**config.mk**
```make
export PLATFORM = sky130hd
export DESIGN_NAME = iem_top
export DESIGN_NICKNAME = d
export VERILOG_FILES = /design/src/iem_pkg.sv /design/src/iem_gate.sv /design/src/iem_top.sv
export VERILOG_INCLUDE_DIRS = /design/src /design/src/src
export SDC_FILE = /design/constraint.sdc
export NUM_CORES = 1
export LEC_CHECK = 0
export ABC_AREA = 0
export BUFFER_PORTS_ARGS = -buffer_cell sky130_fd_sc_hd__buf_2
export CORE_UTILIZATION = 53
export CTS_BUF_LIST = sky130_fd_sc_hd__clkbuf_16
export CTS_CLUSTER_SIZE = 30
export DETAILED_ROUTE_END_ITERATION = 8
export HOLD_SLACK_MARGIN = 0.08
export PLACE_DENSITY = 0.79
export SYNTH_ARGS = -nofsm -noshare
export SYNTH_HDL_FRONTEND = slang
export SYNTH_SLANG_ARGS = --single-unit
```
**constraint.sdc**
```tcl
create_clock -name aclk -period 1.8 [get_ports aclk]
set_clock_uncertainty 0.1 [all_clocks]
set_input_delay 0.27 -clock aclk [delete_from_list [all_inputs] [get_ports aclk]]
set_output_delay 0.27 -clock aclk [all_outputs]
set_load 0.005 [all_outputs]
```
**src/iem_regs.svh**
```systemverilog
// register offsets, field positions and reset values of the enable bits
`ifndef IEM_REGS_SVH
`define IEM_REGS_SVH
`define IEM_OFF_FIRST     12'h000
`define IEM_OFF_SECOND    12'h004
`define IEM_OFF_SOURCES   12'h008
`define IEM_OFF_GATED     12'h00C
`define IEM_OFF_PENDING   12'h010
`define IEM_RST_FIRST     16'h0000
`define IEM_RST_SECOND    16'h0000
`define IEM_MASK_FIRST    16'hFFFF
`define IEM_MASK_SECOND   16'hFFFB
`define IEM_BIT_EXT0      0
`define IEM_BIT_CAP1      1
`define IEM_BIT_CMP1      2
`define IEM_BIT_I2C_SLV   0
`define IEM_BIT_I2C_MST   1
`define IEM_BIT_UNIMPL    2
`define IEM_BIT_CHG       3
`define IEM_BIT_CMP4      10
`define IEM_BIT_TMR5      12
`define IEM_NSRC          32
`define IEM_RESP_OKAY     2'h0
`define IEM_RESP_SLVERR   2'h2
`endif

```
**src/iem_pkg.sv**
```systemverilog
// types shared by the enable-bit block
package iem_pkg;
    typedef struct packed {
        logic [11:0] addr;   // byte address
        logic [31:0] data;   // write data
        logic [3:0]  strb;   // byte lanes
    } iem_wr_t;
    typedef enum logic [2:0] {
        IEM_W_IDLE = 3'b001,
        IEM_W_RESP = 3'b010,
        IEM_W_SPARE = 3'b100
    } iem_wst_t;
endpackage : iem_pkg

```
**src/iem_gate.sv**
```systemverilog
// per-source gating of requests by enable bits
`timescale 1ns/1ps
`include "iem_regs.svh"
module iem_gate (
    input  wire logic                 aclk,     // system clock
    input  wire logic                 aresetn,  // sync reset, low active
    input  wire logic [`IEM_NSRC-1:0] req,      // synchronised source flags
    input  wire logic [`IEM_NSRC-1:0] en,       // enable bits
    output logic      [`IEM_NSRC-1:0] gated_q   // registered gated requests
);
    logic [`IEM_NSRC-1:0] gated_d; // next gated value
    ////////////////////////////////////////////////////////////////////////
    // one gate per source
    genvar g;
    generate
        for (g = 0; g < `IEM_NSRC; g++) begin : g_src
            always_comb begin
                gated_d[g] = req[g] & en[g];
            end
        end
    endgenerate
    // register the gated vector
    always_ff @(posedge aclk) begin
        if (!aresetn) begin
            gated_q <= '0;
        end else begin
            gated_q <= gated_d;
        end
    end
endmodule : iem_gate

```
**src/iem_top.sv**
```systemverilog
// interrupt enable registers with axi4-lite slave and request gating
// Operation
// - first register bit 2 gates compare one
// - first register bit 1 gates capture one
// - first register bit 0 gates external pin zero
// - one passes request, zero blocks it
// - second register bit 12 gates timer five
// - second register bit 10 gates compare four
// - second register bit 2 reads zero always
// - second register bit 3 gates change notify
// - bits 1/0 gate i2c master/slave events
`timescale 1ns/1ps
`include "iem_regs.svh"
module iem_top (
    input  wire logic        aclk,           // 50 mhz system clock
    input  wire logic        aresetn,        // sync reset, low active
    input  wire logic [11:0] s_axi_awaddr,   // write address
    input  wire logic        s_axi_awvalid,  // write address valid
    output logic             s_axi_awready,  // write address ready
    input  wire logic [31:0] s_axi_wdata,    // write data
    input  wire logic [3:0]  s_axi_wstrb,    // write strobes
    input  wire logic        s_axi_wvalid,   // write data valid
    output logic             s_axi_wready,   // write data ready
    output logic [1:0]       s_axi_bresp,    // write response
    output logic             s_axi_bvalid,   // write response valid
    input  wire logic        s_axi_bready,   // write response ready
    input  wire logic [11:0] s_axi_araddr,   // read address
    input  wire logic        s_axi_arvalid,  // read address valid
    output logic             s_axi_arready,  // read address ready
    output logic [31:0]      s_axi_rdata,    // read data
    output logic [1:0]       s_axi_rresp,    // read response
    output logic             s_axi_rvalid,   // read data valid
    input  wire logic        s_axi_rready,   // read data ready
    input  wire logic [31:0] src_req,        // raw peripheral flags
    output logic      [31:0] irq_gated_q     // gated requests to priority logic
);
    ////////////////////////////////////////////////////////////////////////
    // register state
    logic [15:0] ena_first_q, ena_first_d;    // first enable register
    logic [15:0] ena_second_q, ena_second_d;  // second enable register
    logic        aw_held_q, aw_held_d;        // address captured
    logic        w_held_q, w_held_d;          // data captured
    logic [11:0] awaddr_q, awaddr_d;          // captured write address
    logic [31:0] wdata_q, wdata_d;            // captured write data
    logic [3:0]  wstrb_q, wstrb_d;            // captured strobes
    logic        bvalid_q, bvalid_d;          // response pending
    logic [1:0]  bresp_q, bresp_d;            // response code
    logic        rvalid_q, rvalid_d;          // read pending
    logic [31:0] rdata_q, rdata_d;            // read data
    logic [1:0]  rresp_q, rresp_d;            // read response code
    logic        awready_q, awready_d;        // write address ready
    logic        wready_q, wready_d;          // write data ready
    logic        arready_q, arready_d;        // read address ready
    logic [31:0] req_s1_q, req_s2_q;          // source synchroniser
    logic [31:0] en_vec;                      // enables per source
    logic [31:0] gated;                       // from gate module
    logic        do_write;                    // both halves present
    iem_pkg::iem_wr_t wr;                     // assembled write
    logic [31:0] wmask;                       // strobe expansion

    ////////////////////////////////////////////////////////////////////////
    // synchronise peripheral flags
    always_ff @(posedge aclk) begin
        if (!aresetn) begin
            req_s1_q <= '0;
            req_s2_q <= '0;
        end else begin
            req_s1_q <= src_req;
            req_s2_q <= req_s1_q;
        end
    end

    ////////////////////////////////////////////////////////////////////////
    // write channel next-state and register writes
    always_comb begin
        aw_held_d    = aw_held_q;
        w_held_d     = w_held_q;
        awaddr_d     = awaddr_q;
        wdata_d      = wdata_q;
        wstrb_d      = wstrb_q;
        bvalid_d     = bvalid_q;
        bresp_d      = bresp_q;
        ena_first_d  = ena_first_q;
        ena_second_d = ena_second_q;
        // capture address
        if (s_axi_awvalid && awready_q) begin
            aw_held_d = 1'b1;
            awaddr_d  = s_axi_awaddr;
        end
        // capture data
        if (s_axi_wvalid && wready_q) begin
            w_held_d = 1'b1;
            wdata_d  = s_axi_wdata;
            wstrb_d  = s_axi_wstrb;
        end
        wr.addr  = awaddr_q;
        wr.data  = wdata_q;
        wr.strb  = wstrb_q;
        do_write = aw_held_q && w_held_q && !bvalid_q;
        for (int i = 0; i < 4; i++) begin
            wmask[i*8 +: 8] = {8{wr.strb[i]}};
        end
        if (do_write) begin
            aw_held_d = 1'b0;
            w_held_d  = 1'b0;
            bvalid_d  = 1'b1;
            bresp_d   = `IEM_RESP_OKAY;
            if (wr.addr == `IEM_OFF_FIRST) begin
                // bits 2..0 feed compare one, capture one, pin zero
                ena_first_d = ((ena_first_q & ~wmask[15:0])
                    | (wr.data[15:0] & wmask[15:0])) & `IEM_MASK_FIRST;
            end else if (wr.addr == `IEM_OFF_SECOND) begin
                // bit 2 masked off so it never stores
                ena_second_d = ((ena_second_q & ~wmask[15:0])
                    | (wr.data[15:0] & wmask[15:0])) & `IEM_MASK_SECOND;
            end else if (wr.addr == `IEM_OFF_SOURCES || wr.addr == `IEM_OFF_GATED
                         || wr.addr == `IEM_OFF_PENDING) begin
                bresp_d = `IEM_RESP_SLVERR; // read-only status
            end else begin
                bresp_d = `IEM_RESP_SLVERR; // unmapped
            end
        end
        if (bvalid_q && s_axi_bready) begin
            bvalid_d = 1'b0;
        end
        // each ready again once its own half is not held and no response waits
        awready_d = !aw_held_d && !bvalid_d;
        wready_d  = !w_held_d && !bvalid_d;
    end

    // write channel registers
    always_ff @(posedge aclk) begin
        if (!aresetn) begin
            aw_held_q    <= 1'b0;
            w_held_q     <= 1'b0;
            awaddr_q     <= '0;
            wdata_q      <= '0;
            wstrb_q      <= '0;
            bvalid_q     <= 1'b0;
            bresp_q      <= `IEM_RESP_OKAY;
            ena_first_q  <= `IEM_RST_FIRST;
            ena_second_q <= `IEM_RST_SECOND;
            awready_q    <= 1'b0;
            wready_q     <= 1'b0;
        end else begin
            aw_held_q    <= aw_held_d;
            w_held_q     <= w_held_d;
            awaddr_q     <= awaddr_d;
            wdata_q      <= wdata_d;
            wstrb_q      <= wstrb_d;
            bvalid_q     <= bvalid_d;
            bresp_q      <= bresp_d;
            ena_first_q  <= ena_first_d;
            ena_second_q <= ena_second_d;
            awready_q    <= awready_d;
            wready_q     <= wready_d;
        end
    end

    ////////////////////////////////////////////////////////////////////////
    // read channel next-state
    always_comb begin
        rvalid_d = rvalid_q;
        rdata_d  = rdata_q;
        rresp_d  = rresp_q;
        if (s_axi_arvalid && arready_q) begin
            rvalid_d = 1'b1;
            rresp_d  = `IEM_RESP_OKAY;
            if (s_axi_araddr == `IEM_OFF_FIRST) begin
                rdata_d = {16'h0000, ena_first_q};
            end else if (s_axi_araddr == `IEM_OFF_SECOND) begin
                rdata_d = {16'h0000, ena_second_q & `IEM_MASK_SECOND};
            end else if (s_axi_araddr == `IEM_OFF_SOURCES) begin
                rdata_d = req_s2_q;
            end else if (s_axi_araddr == `IEM_OFF_GATED) begin
                rdata_d = irq_gated_q;
            end else if (s_axi_araddr == `IEM_OFF_PENDING) begin
                rdata_d = {31'h00000000, |irq_gated_q};
            end else begin
                rdata_d = 32'h00000000;
                rresp_d = `IEM_RESP_SLVERR;
            end
        end else if (rvalid_q && s_axi_rready) begin
            rvalid_d = 1'b0;
        end
        // one read at a time: ready while no data waits
        arready_d = !rvalid_d;
    end

    // read channel registers
    always_ff @(posedge aclk) begin
        if (!aresetn) begin
            rvalid_q <= 1'b0;
            rdata_q  <= '0;
            rresp_q  <= `IEM_RESP_OKAY;
            arready_q <= 1'b0;
        end else begin
            rvalid_q <= rvalid_d;
            rdata_q  <= rdata_d;
            rresp_q  <= rresp_d;
            arready_q <= arready_d;
        end
    end

    ////////////////////////////////////////////////////////////////////////
    // enable vector: low half first register, high half second
    always_comb begin
        en_vec = {ena_second_q, ena_first_q};
    end

    iem_gate u_gate (
        .aclk    (aclk),
        .aresetn (aresetn),
        .req     (req_s2_q),
        .en      (en_vec),
        .gated_q (gated)
    );

    // outputs straight from flops
    assign s_axi_awready = awready_q;
    assign s_axi_wready  = wready_q;
    assign s_axi_arready = arready_q;
    assign s_axi_bvalid = bvalid_q;
    assign s_axi_bresp  = bresp_q;
    assign s_axi_rvalid = rvalid_q;
    assign s_axi_rdata  = rdata_q;
    assign s_axi_rresp  = rresp_q;
    assign irq_gated_q  = gated;

    ////////////////////////////////////////////////////////////////////////
    // assertions
    property p_unimpl_zero;
        @(posedge aclk) disable iff (!aresetn)
        ena_second_q[`IEM_BIT_UNIMPL] == 1'b0;
    endproperty
    a_unimpl_zero: assert property (p_unimpl_zero)
        else $error("unimplemented bit set");
    property p_gate_block;
        @(posedge aclk) disable iff (!aresetn)
        (!en_vec[16 + `IEM_BIT_TMR5]) |=> !irq_gated_q[16 + `IEM_BIT_TMR5];
    endproperty
    a_gate_block: assert property (p_gate_block)
        else $error("timer five passed while disabled");
    property p_gate_pass;
        @(posedge aclk) disable iff (!aresetn)
        (req_s2_q[`IEM_BIT_CMP1] && en_vec[`IEM_BIT_CMP1])
            |=> irq_gated_q[`IEM_BIT_CMP1];
    endproperty
    a_gate_pass: assert property (p_gate_pass)
        else $error("compare one not passed");
    property p_cap1;
        @(posedge aclk) disable iff (!aresetn)
        ##1 irq_gated_q[`IEM_BIT_CAP1] == $past(req_s2_q[1] & en_vec[1]);
    endproperty
    a_cap1: assert property (p_cap1)
        else $error("capture one gating wrong");
    property p_ext0;
        @(posedge aclk) disable iff (!aresetn)
        ##1 irq_gated_q[`IEM_BIT_EXT0] == $past(req_s2_q[0] & en_vec[0]);
    endproperty
    a_ext0: assert property (p_ext0)
        else $error("pin zero gating wrong");
    property p_cmp4;
        @(posedge aclk) disable iff (!aresetn)
        ##1 irq_gated_q[16 + `IEM_BIT_CMP4] == $past(req_s2_q[26] & en_vec[26]);
    endproperty
    a_cmp4: assert property (p_cmp4)
        else $error("compare four gating wrong");
    property p_chg_i2c;
        @(posedge aclk) disable iff (!aresetn)
        ##1 irq_gated_q[19:16] == $past(req_s2_q[19:16] & en_vec[19:16]);
    endproperty
    a_chg_i2c: assert property (p_chg_i2c)
        else $error("change notify or i2c gating wrong");
    property p_any_off;
        @(posedge aclk) disable iff (!aresetn)
        (en_vec == 32'h00000000) [*2] |-> irq_gated_q == 32'h00000000;
    endproperty
    a_any_off: assert property (p_any_off)
        else $error("request passed with all enables clear");
    property p_wr_second;
        @(posedge aclk) disable iff (!aresetn)
        (do_write && wr.addr == `IEM_OFF_SECOND && wr.strb[1] && wr.data[12])
            |=> ena_second_q[`IEM_BIT_TMR5];
    endproperty
    a_wr_second: assert property (p_wr_second)
        else $error("second register write lost");
    property p_tmr5_pass;
        @(posedge aclk) disable iff (!aresetn)
        (req_s2_q[16 + `IEM_BIT_TMR5] && en_vec[16 + `IEM_BIT_TMR5])
            |=> irq_gated_q[16 + `IEM_BIT_TMR5];
    endproperty
    a_tmr5_pass: assert property (p_tmr5_pass)
        else $error("timer five not passed while enabled");
    property p_first_wr;
        @(posedge aclk) disable iff (!aresetn)
        (do_write && wr.addr == `IEM_OFF_FIRST && wr.strb[0])
            |=> ena_first_q[`IEM_BIT_CMP1] == $past(wr.data[`IEM_BIT_CMP1]);
    endproperty
    a_first_wr: assert property (p_first_wr)
        else $error("first register write lost");
    property p_aw_taken;
        @(posedge aclk) disable iff (!aresetn)
        (s_axi_awvalid && s_axi_awready) |=> !s_axi_awready;
    endproperty
    a_aw_taken: assert property (p_aw_taken)
        else $error("write address ready stayed high after capture");
endmodule : iem_top

```
==> results of run 1 <==
[metrics by stage]
stage,utilization,area (µm²),TNS [ps],instances
3_5_place_dp,0.621,7910,0,974
4_1_cts,0.723,9190,0,1068
3_3_place_gp,0.621,7910,0,974
5_1_grt,0.724,9210,-5.01,1068
6_report,0.724,9210,0,1068
2_1_floorplan,-,6960,0,680
[layout make-up]
type                            instances  area, µm²  area share
Sequential cell                       197       3940       0.428
Multi-Input combinational cell        435       2790       0.303
Timing Repair Buffer                  234       1620       0.176
Clock buffer                           17        425      0.0462
Tap cell                              172        215      0.0234
Clock inverter                         12        211      0.0230
Inverter                                1       3.75    0.000408
[cells in the final DEF, fill, tap and decap left out, types with 8 or more instances in the layout]
master         instances
a21oi_1               17
buf_2                149
and3_1                32
dlygate4sd3_1         65
a21boi_0              33
o21ai_0               35
and2_1                69
nand2_1              131
dfxtp_1              197
clkbuf_16             17
mux4_2                15
mux2i_1               46
nor2_1                17
nor4_1                 8
buf_4                 14
[path summary, 6_finish.rpt]
kind | to | slack [ps]
worst max-delay path | flip-flop | 70
worst min-delay path | s_axi_rvalid | 150
worst max register to register | flip-flop | 70
worst min register to register | req_s2_q[15] | 330
[where the power goes]
group | switching, mW | internal (mW) | leakage (nW)
registers | 0.0680 | 4.49 | 1.61
logic | 0.282 | 0.328 | 2.21
clock network | 1.56 | 2.56 | 0.303
[kinds of logic after synthesis]
logic type	after synthesis	share of synthesized area
AND/OR/NAND/NOR	281	0.203
other	1	0.000540
AO/OA/AOI/OAI	89	0.0776
flip-flops	197	0.567
multiplexers	62	0.116
buffers and inverters	48	0.0349
[worst register-to-register path: cells and delay by family (launching register included)]
family	cells	cell delay [ps]
buffers and inverters	1	140
DFF	1	330
and+or+nand+nor	3	870
muxes	1	220
[cell usage after synthesis]
library cell | number | area share
a21boi_0 | 33 | 0.036
a21oi_1 | 17 | 0.012
a22o_1 | 1 | 0.0013
a31oi_1 | 1 | 0.00090
and2_1 | 69 | 0.062
and3_1 | 32 | 0.029
and3b_1 | 3 | 0.0038
and4_1 | 1 | 0.0013
and4b_1 | 1 | 0.0014
buf_1 | 2 | 0.0011
buf_2 | 5 | 0.0036
buf_4 | 7 | 0.0076
buf_6 | 4 | 0.0065
clkbuf_1 | 29 | 0.016
conb_1 | 1 | 0.00054
dfxtp_1 | 197 | 0.57
inv_1 | 1 | 0.00054
mux2_2 | 1 | 0.0016
mux2i_1 | 46 | 0.066
mux4_2 | 15 | 0.049
nand2_1 | 131 | 0.071
nand3_1 | 1 | 0.00072
nand3_2 | 1 | 0.0014
nand3_4 | 1 | 0.0025
nand3b_1 | 1 | 0.0011
nand4_1 | 3 | 0.0027
nor2_1 | 17 | 0.0092
nor2b_1 | 2 | 0.0018
nor3_1 | 6 | 0.0043
nor3b_1 | 1 | 0.0011
nor4_1 | 10 | 0.0090
o2111ai_1 | 1 | 0.0013
o21a_1 | 1 | 0.0011
o21ai_0 | 35 | 0.025
or2b_1 | 1 | 0.0011
[routing by layer]
layer	track usage	routed length, µm	up-vias
li1	-	-	2697
met1	0.291	6870	2645
met2	0.475	8930	157
met3	0.0628	874	43
met4	0.134	464	0
met5	0	0	-
[timing repair]
item,CTS,global route
gates resized for setup,1,3
endpoints found under the hold margin,67,0
setup endpoints to repair,2,11
hold buffers,65,0
==> impl_metrics.csv, run 1 <==
group,metric,value,unit
sta,period_share,0.961,
sta,setup_viol,0,
sta,layout_setup_ws,69.4,ps
clocking,clockBufferDepth,2,
worst_setup_path,crit_slowest_cell,"dfxtp_1",
detailed_routing,wl_per_cell,16.1,µm
worst_setup_path,path_max_fanout,8,
pwr,power_density,1010,mW/mm²
layout,syn_to_final_growth,32.5,%
clocking,clk_pin_slew,60,ps
yosys,ys_seq_area_frac,0.567,
global_route,grt_max_degree,59,
clocking,clkLatencyLatePin,430,ps
sta,fmax,578,MHz
sta,worstMarginPinSlew,571,ps
yosys,synth_cell_types,35,
detailed_routing,postRouteAntennaNets,0,
sta,slew_headroom,0.619,
worst_setup_path,worstPathRequired,2050,ps
global_route,grt_pass1_wl,26800,µm
floorplanning,fp-row-count,41,
clocking,cts-htree-levels,4,
global_route,overflow,0,
worst_setup_path,cp_num_cells,5,
worst_setup_path,cp-start-kind,"flip-flop",
floorplanning,core_area,0.0127,mm²
flow_run,maxCapViolCount,0,
worst_setup_path,endpoint_kind,"flip-flop",
floorplanning,die_h,117,µm
worst_setup_path,cp-startpoint,"awaddr_q[1]",
floorplanning,start_util,0.546,
pwr,total_power,9.29,mW
yosys,netlist_area,0.00695,mm²
floorplanning,die_width,117,µm
clocking,numCtsBuffers,17,
layout,num-fill-cells,944,
global_route,antenna_found_initial,0,
floorplanning,io_pins,172,
detailed_routing,drt_iter0_markers,343,
worst_setup_path,r2r_start,"awaddr_q[1]",
yosys,ys_warn_count,0,
clocking,cts_root_buffer,"clkbuf_16",
sta,hold-worst-slack,151,ps
pwr,p_leak,4.12,nW
placed_design,place_worst_setup_slack,48.8,ps
placed_design,numPortBuffers,150,
global_route,grtUsageTotal,0.264,
yosys,netlist_instances,678,
detailed_routing,num_vias,5542,
global_route,grt_pass1_vias,5644,
sta,slew_violations,0,
detailed_routing,drc,0,
worst_setup_path,path_cells,"nor4_2 > and4_4 > and3b_1 > buf_12 > mux2i_1",
worst_setup_path,max_stage_delay,330,ps
clocking,post_cts_buffers,0,
pwr,vdd_drop_max,0.719,mV
sta,hold_violations,0,
sta,fin_crit,1730,ps
worst_setup_path,critical_path_class,"flip-flop to flip-flop",
clocking,cts_sinks,197,
layout,insertedDiodeCount,0,
worst_setup_path,arrival,1980,ps
layout,final_nets,985,
placed_design,routabilityCongestion,0.837,
worst_setup_path,path_buf_inv,1,
placed_design,hpwl,11400,µm
min_path,whs_path_depth,2,
min_path,min_from,"aresetn",
worst_setup_path,path_delay_family,"simple AND/OR/NAND/NOR gates",
clocking,cts_tree,"built",
detailed_routing,drt_first_pass_iters,5,
yosys,ys_ff_latch,197,
worst_setup_path,reg2regPathDepth,5,
yosys,avgSynthCellArea,10.3,µm²
detailed_routing,wirelength,17100,µm
min_path,hold_path_class,"input port to flip-flop",
layout,drive_gt1_frac,0.241,
outcome,status,"finished, final reports clean",
floorplanning,dieArea,0.0136,mm²
detailed_routing,routed_via_density,5.19,
(Power assumes the default switching activity.)
==> run 2, diff against run 1 <==
--- a/config.mk
+++ b/config.mk
@@ -8,12 +8,14 @@
 export LEC_CHECK = 0
 export ABC_AREA = 0
 export BUFFER_PORTS_ARGS = -buffer_cell sky130_fd_sc_hd__buf_2
-export CORE_UTILIZATION = 53
+export CELL_PAD_IN_SITES_DETAIL_PLACEMENT = 1
+export CELL_PAD_IN_SITES_GLOBAL_PLACEMENT = 1
+export CORE_UTILIZATION = 40
 export CTS_BUF_LIST = sky130_fd_sc_hd__clkbuf_16
 export CTS_CLUSTER_SIZE = 30
 export DETAILED_ROUTE_END_ITERATION = 8
 export HOLD_SLACK_MARGIN = 0.08
-export PLACE_DENSITY = 0.79
+export PLACE_DENSITY_LB_ADDON = 0.1
 export SYNTH_ARGS = -nofsm -noshare
 export SYNTH_HDL_FRONTEND = slang
 export SYNTH_SLANG_ARGS = --single-unit
==> impl_metrics.csv, run 2 (synthesized netlist as in run 1, its figures left out) <==
group,metric,value,unit
global_route,antenna_found_initial,0,
flow_run,maxCapViolCount,0,
pwr,seqPwrFrac,0.505,
global_route,overflow,0,
sta,hold_violations,0,
worst_setup_path,cp-start-kind,"flip-flop",
layout,stdcell_area,0.00921,mm²
sta,slew_headroom,0.561,
detailed_routing,drc,0,
detailed_routing,wirelength,19300,µm
sta,fmax,575,MHz
floorplanning,core_area,0.0168,mm²
pwr,combPwrFrac,0.068,
global_route,grt_pass1_vias,5746,
detailed_routing,routed_via_density,4.93,
layout,drive_gt1_frac,0.245,
worst_setup_path,path_max_fanout,8,
worst_setup_path,arrival,2000,ps
sta,setup_viol,0,
layout,syn_to_final_growth,32.6,%
global_route,grt_pass1_wl,30300,µm
clocking,cts-htree-levels,4,
pwr,p_switching,2.12,mW
floorplanning,fp-row-count,47,
layout,final_nets,983,
worst_setup_path,endpoint_kind,"flip-flop",
worst_setup_path,worstPathRequired,2060,ps
detailed_routing,num_vias,5504,
clocking,clkLatencyLatePin,440,ps
worst_setup_path,crit_slowest_cell,"nor4_2",
layout,instances_no_fill,1117,
worst_setup_path,cp-startpoint,"awaddr_q[6]",
clocking,cts_tree,"built",
sta,slew_violations,0,
clocking,clockBufferDepth,2,
detailed_routing,wl_per_cell,17.3,µm
pwr,power_density,979,mW/mm²
layout,final_cell_mix,"197 x dfxtp_1, 149 x buf_2, 131 x nand2_1",
worst_setup_path,reg2regPathDepth,5,
sta,period_share,0.966,
global_route,grt_max_degree,79,
sta,worstMarginPinSlew,658,ps
layout,insertedDiodeCount,0,
clocking,clk_pin_slew,70,ps
detailed_routing,postRouteAntennaNets,0,
worst_setup_path,critical_path_class,"flip-flop to flip-flop",
clocking,cts_root_buffer,"clkbuf_16",
layout,fin_util,0.550,
placed_design,routabilityCongestion,0.759,
pwr,internal_power,6.90,mW
clocking,cts_sinks,197,
worst_setup_path,max_stage_delay,330,ps
floorplanning,die_h,134,µm
worst_setup_path,path_cells,"nor4_2 > and4_4 > and3b_1 > buf_12 > mux2i_2",
placed_design,placed_cells,1019,
pwr,total_power,9.02,mW
sta,rsz0062_at_grt,"no",
floorplanning,io_pins,172,
floorplanning,start_util,0.415,
placed_design,numPortBuffers,150,
outcome,status,"finished, final reports clean",
floorplanning,die_width,134,µm
worst_setup_path,r2r_start,"awaddr_q[6]",
detailed_routing,drt_first_pass_iters,5,
layout,final_common_cell,"dfxtp_1",
pwr,clockPowerShare,0.427,
placed_design,hpwl,13600,µm
clocking,numCtsBuffers,17,
floorplanning,dieArea,0.0179,mm²
worst_setup_path,r2r_setup_slack,60,ps
pwr,p_leak,4.11,nW
sta,fin_crit,1740,ps
pwr,vdd_drop_max,0.741,mV
min_path,hold_path_class,"input port to flip-flop",
detailed_routing,drt_iter0_markers,265,
global_route,grtUsageTotal,0.224,
placed_design,postPlaceCellArea,0.00794,mm²
pwr,swShare,0.235,
layout,num-fill-cells,1877,
## run 2: cell types whose count changed in the layout (fill, tap and decap cells not counted)
cell	delta
clkinv_1	-3
inv_1	+1
buf_4	-2
clkinv_4	+3
mux2i_2	+1
bufinv_16	-4
inv_8	+2
inv_6	+5
clkinvlp_4	-1
mux2i_1	-1
## run 2: metrics by stage
| step | setup slack [ps] | hold slack, ps | TNS (ps) |
|---|---|---|---|
| 2_1_floorplan | 307 | 297 | 0 |
| 3_3_place_gp | 13.9 | 316 | 0 |
| 3_5_place_dp | -65.5 | 320 | -668 |
| 4_1_cts | 41.5 | 242 | 0 |
| 5_1_grt | 1.26 | 274 | 0 |
| 6_report | 61.0 | 245 | 0 |
## run 2: cell type report
cell class / count / area [µm²] / area share
inverters: 1 / 3.75 / 0.000407
multi-input cells: 435 / 2790 / 0.303
repair buffers: 232 / 1610 / 0.174
clock buffers: 17 / 425 / 0.0462
flip-flops and latches: 197 / 3940 / 0.428
clock inverters: 15 / 169 / 0.0183
well taps: 220 / 275 / 0.0299
## run 2: power by group through the flow
| stage | clock [mW] | combinational (mW) | sequential (mW) |
|---|---|---|---|
| after floorplan | 0 | 0.292 | 4.64 |
| after global placement | 0 | 0.480 | 4.65 |
| after detailed placement | 0 | 0.500 | 4.66 |
| after CTS | 3.93 | 0.613 | 4.56 |
| after global routing | 4.12 | 0.680 | 4.57 |
| final | 3.85 | 0.612 | 4.56 |
## run 2: layer usage
metal | vias up | GRT usage | routed length (µm)
met3 | 18 | 0.0499 | 742
met2 | 113 | 0.391 | 9590
met4 | 0 | 0.0694 | 276
met1 | 2675 | 0.275 | 8680
met5 | - | 0 | 0
li1 | 2698 | - | -
## run 2: timing repair
item                                    4_1_cts  5_1_grt
gates resized for setup                       3        2
setup buffers                                 0        1
hold buffers                                 65        0
endpoints found under the hold margin        67        0
pin swaps                                     0        2
endpoints found under the setup margin       23        6
## run 2: worst min path at each step
stage | from | to | slack [ps] | depth (start not counted)
after floorplan | src_req[0] | req_s1_q[0] | 300 | 1
after global placement | req_s1_q[4] | req_s2_q[4] | 320 | 1
after detailed placement | req_s1_q[21] | req_s2_q[21] | 320 | 1
after CTS | s_axi_araddr[10] | s_axi_rresp[1] | 240 | 4
after global routing | s_axi_araddr[10] | s_axi_rresp[1] | 270 | 4
final | s_axi_araddr[10] | s_axi_rresp[1] | 240 | 4
## run 2: critical path, delay by kind of cell (launching register included)
family	cells	cell delay [ps]
AND/OR/NAND/NOR	3	870
flip-flops	1	320
buffers and inverters	1	150
multiplexers	1	220
==> run 3, diff against run 2 <==
--- a/config.mk
+++ b/config.mk
@@ -6,11 +6,11 @@
 export SDC_FILE = /design/constraint.sdc
 export NUM_CORES = 1
 export LEC_CHECK = 0
-export ABC_AREA = 0
+export ABC_AREA = 1
 export BUFFER_PORTS_ARGS = -buffer_cell sky130_fd_sc_hd__buf_2
 export CELL_PAD_IN_SITES_DETAIL_PLACEMENT = 1
 export CELL_PAD_IN_SITES_GLOBAL_PLACEMENT = 1
-export CORE_UTILIZATION = 40
+export CORE_UTILIZATION = 38
 export CTS_BUF_LIST = sky130_fd_sc_hd__clkbuf_16
 export CTS_CLUSTER_SIZE = 30
 export DETAILED_ROUTE_END_ITERATION = 8
==> impl_metrics.csv, run 3 <==
group,metric,value,unit
global_route,overflow,0,
yosys,synthSimpleGateAreaFrac,0.276,
worst_setup_path,reg2regPathDepth,7,
yosys,ys_warn_count,0,
pwr,vdd_drop_max,0.623,mV
worst_setup_path,arrival,1910,ps
sta,fmax,592,MHz
clocking,numCtsBuffers,17,
yosys,netlist_instances,981,
worst_setup_path,critical_path_class,"flip-flop to flip-flop",
layout,regArea,0.00394,mm²
worst_setup_path,crit_slowest_cell,"dfxtp_1",
pwr,power_density,920,mW/mm²
yosys,synth.area.top_cells,"dfxtp_1 53%, nand2_1 11%, nor2_1 7.4%, nand3_1 6.1%, inv_1 5.1%",
worst_setup_path,cp-start-kind,"flip-flop",
sta,rsz0062_at_grt,"no",
layout,num-fill-cells,2427,
worst_setup_path,endpoint_kind,"flip-flop",
layout,drive_gt1_frac,0.192,
floorplanning,start_util,0.392,
detailed_routing,drt_first_pass_iters,4,
detailed_routing,wirelength,22800,µm
worst_setup_path,path_max_fanout,10,
yosys,yosys.area_share.xor_xnor,0,
clocking,cts-htree-levels,4,
placed_design,routabilityCongestion,0.805,
yosys,synth_top_family_by_area,"simple AND/OR/NAND/NOR gates",
layout,multi_input_area,0.00278,mm²
sta,hold-worst-slack,205,ps
clocking,cts_root_buffer,"clkbuf_16",
layout,stdcell_area,0.00980,mm²
yosys,ys.flop_type,"dfxtp_1",
yosys,yosys.area.top_type,"dfxtp_1",
global_route,gr-usage-met3,0.0425,
yosys,synth_cell_types,27,
yosys,netlist_area,0.00741,mm²
layout,syn_to_final_growth,32.3,%
worst_setup_path,cp_num_cells,7,
yosys,synthMuxAreaShare,0,
worst_setup_path,worstPathRequired,2020,ps
yosys,synth_edf_count,0,
sta,layout_setup_ws,110,ps
clocking,clkLatencyLatePin,430,ps
worst_setup_path,path_cells,"inv_1 > nand2_1 > nor3_2 > nand4_4 > buf_4 > nor3_1 > nor2_1",
floorplanning,die_width,142,µm
global_route,grtUsageTotal,0.238,
clocking,clk_pin_slew,70,ps
placed_design,placed_cells,1369,
outcome,status,"finished, final reports clean",
global_route,grt_pass1_vias,6832,
clocking,post_cts_buffers,0,
layout,instances_no_fill,1471,
detailed_routing,wl_per_cell,15.5,µm
floorplanning,core_area,0.0189,mm²
yosys,ys_ff_latch,197,
yosys,synth_compound_area_frac,0.0948,
sta,tns,0,ps
sta,fin_crit,1690,ps
floorplanning,die_h,142,µm
global_route,grt_pass1_wl,36600,µm
yosys,ys_async_sr_fraction,0,
detailed_routing,postRouteAntennaNets,0,
placed_design,place_worst_setup_slack,84.3,ps
clocking,cts_sinks,197,
global_route,grt_use_met1,0.319,
global_route,grtUsageMet2,0.395,
global_route,grt_max_degree,48,
detailed_routing,routed_via_density,4.67,
yosys,netlist_top_cells_count,"210 x nand2_1, 197 x dfxtp_1, 146 x nor2_1, 101 x inv_1, 91 x nand3_1",
global_route,antenna_found_initial,0,
placed_design,hpwl,15700,µm
yosys,ys_seq_area_frac,0.533,
clocking,cts_tree,"built",
worst_setup_path,path_buf_inv,2,
layout,final_common_cell,"nand2_1",
pwr,p_leak,4.73,nW
detailed_routing,drt_iter0_markers,356,
yosys,yosys.cell_count.top_type,"nand2_1",
yosys,synth_top_area_frac,0.533,
layout,insertedDiodeCount,0,
layout,final_nets,1297,
floorplanning,fp-row-count,50,
global_route,busiest_layer,"met2",
sta,hold_violations,0,
sta,slew_violations,0,
layout,final_cell_mix,"210 x nand2_1, 197 x dfxtp_1, 149 x buf_2",
placed_design,numPortBuffers,150,
worst_setup_path,path_delay_family,"simple AND/OR/NAND/NOR gates",
yosys,synth_adder_area_share,0,
placed_design,postPlaceCellArea,0.00852,mm²
detailed_routing,num_vias,6868,
min_path,hold_path_class,"input port to flip-flop",
floorplanning,io_pins,172,
min_path,whs_path_depth,6,
sta,setup_viol,0,
yosys,avgSynthCellArea,7.55,µm²
detailed_routing,drc,0,
clocking,clockBufferDepth,2,
worst_setup_path,max_stage_delay,300,ps
floorplanning,dieArea,0.0201,mm²
flow_run,maxCapViolCount,0,
sta,period_share,0.939,
==> run 3: what timing repair did <==
| item | 4_1_cts | 5_1_grt |
|---|---|---|
| setup endpoints to repair | 0 | 2 |
| endpoints found under the hold margin | 69 | 0 |
| hold buffers | 70 | 0 |
| gates resized for setup | 0 | 1 |
==> run 3: tightest hold or removal path: stages <==
cell,delay [ps]
buf_2,100
nand3_1,70
nand2_1,60
nor2_1,40
a21oi_1,110
nor2_1,40
==> run 3: area by class of cell <==
class,count,share of cell area
clock inverters,15,0.0148
repair buffers,250,0.180
inverters,109,0.0418
flip-flops and latches,197,0.403
clock buffers,17,0.0434
multi-input cells,623,0.284
well taps,260,0.0332
==> run 3: kinds of logic (layout without fill, tap and decap cells) <==
family                 count (synthesis)  count (layout)
AOI/OAI and AO/OA                    138             138
DFF                                  197             197
and+or+nand+nor                      482             482
buffers and inverters                163             391
other                                  1               3
==> run 3: layer usage <==
metal / part of all wire / wire length [µm]
met5: 0 / 0
met1: 0.47 / 10800
met3: 0.042 / 956
met4: 0.017 / 383
met2: 0.47 / 10600
==> run 3: power by group <==
group | switching [mW] | internal (mW)
combinational | 0.389 | 0.313
sequential | 0.0757 | 4.49
clock | 1.79 | 1.95
==> run 3: final timing paths <==
kind              startpoint              to  slack (ps)
max reg2reg      awaddr_q[1]       flip-flop         110
min          s_axi_araddr[3]  s_axi_rresp[1]         210
max              awaddr_q[1]       flip-flop         110
min reg2reg     req_s1_q[22]    req_s2_q[22]         310
==> run 3: metrics by stage <==
stage,power [mW],util
floorplan,4.98,-
global placement,5.23,0.451
detailed placement,5.25,0.451
CTS,9.09,0.518
global route,9.36,0.519
finish,9.01,0.519
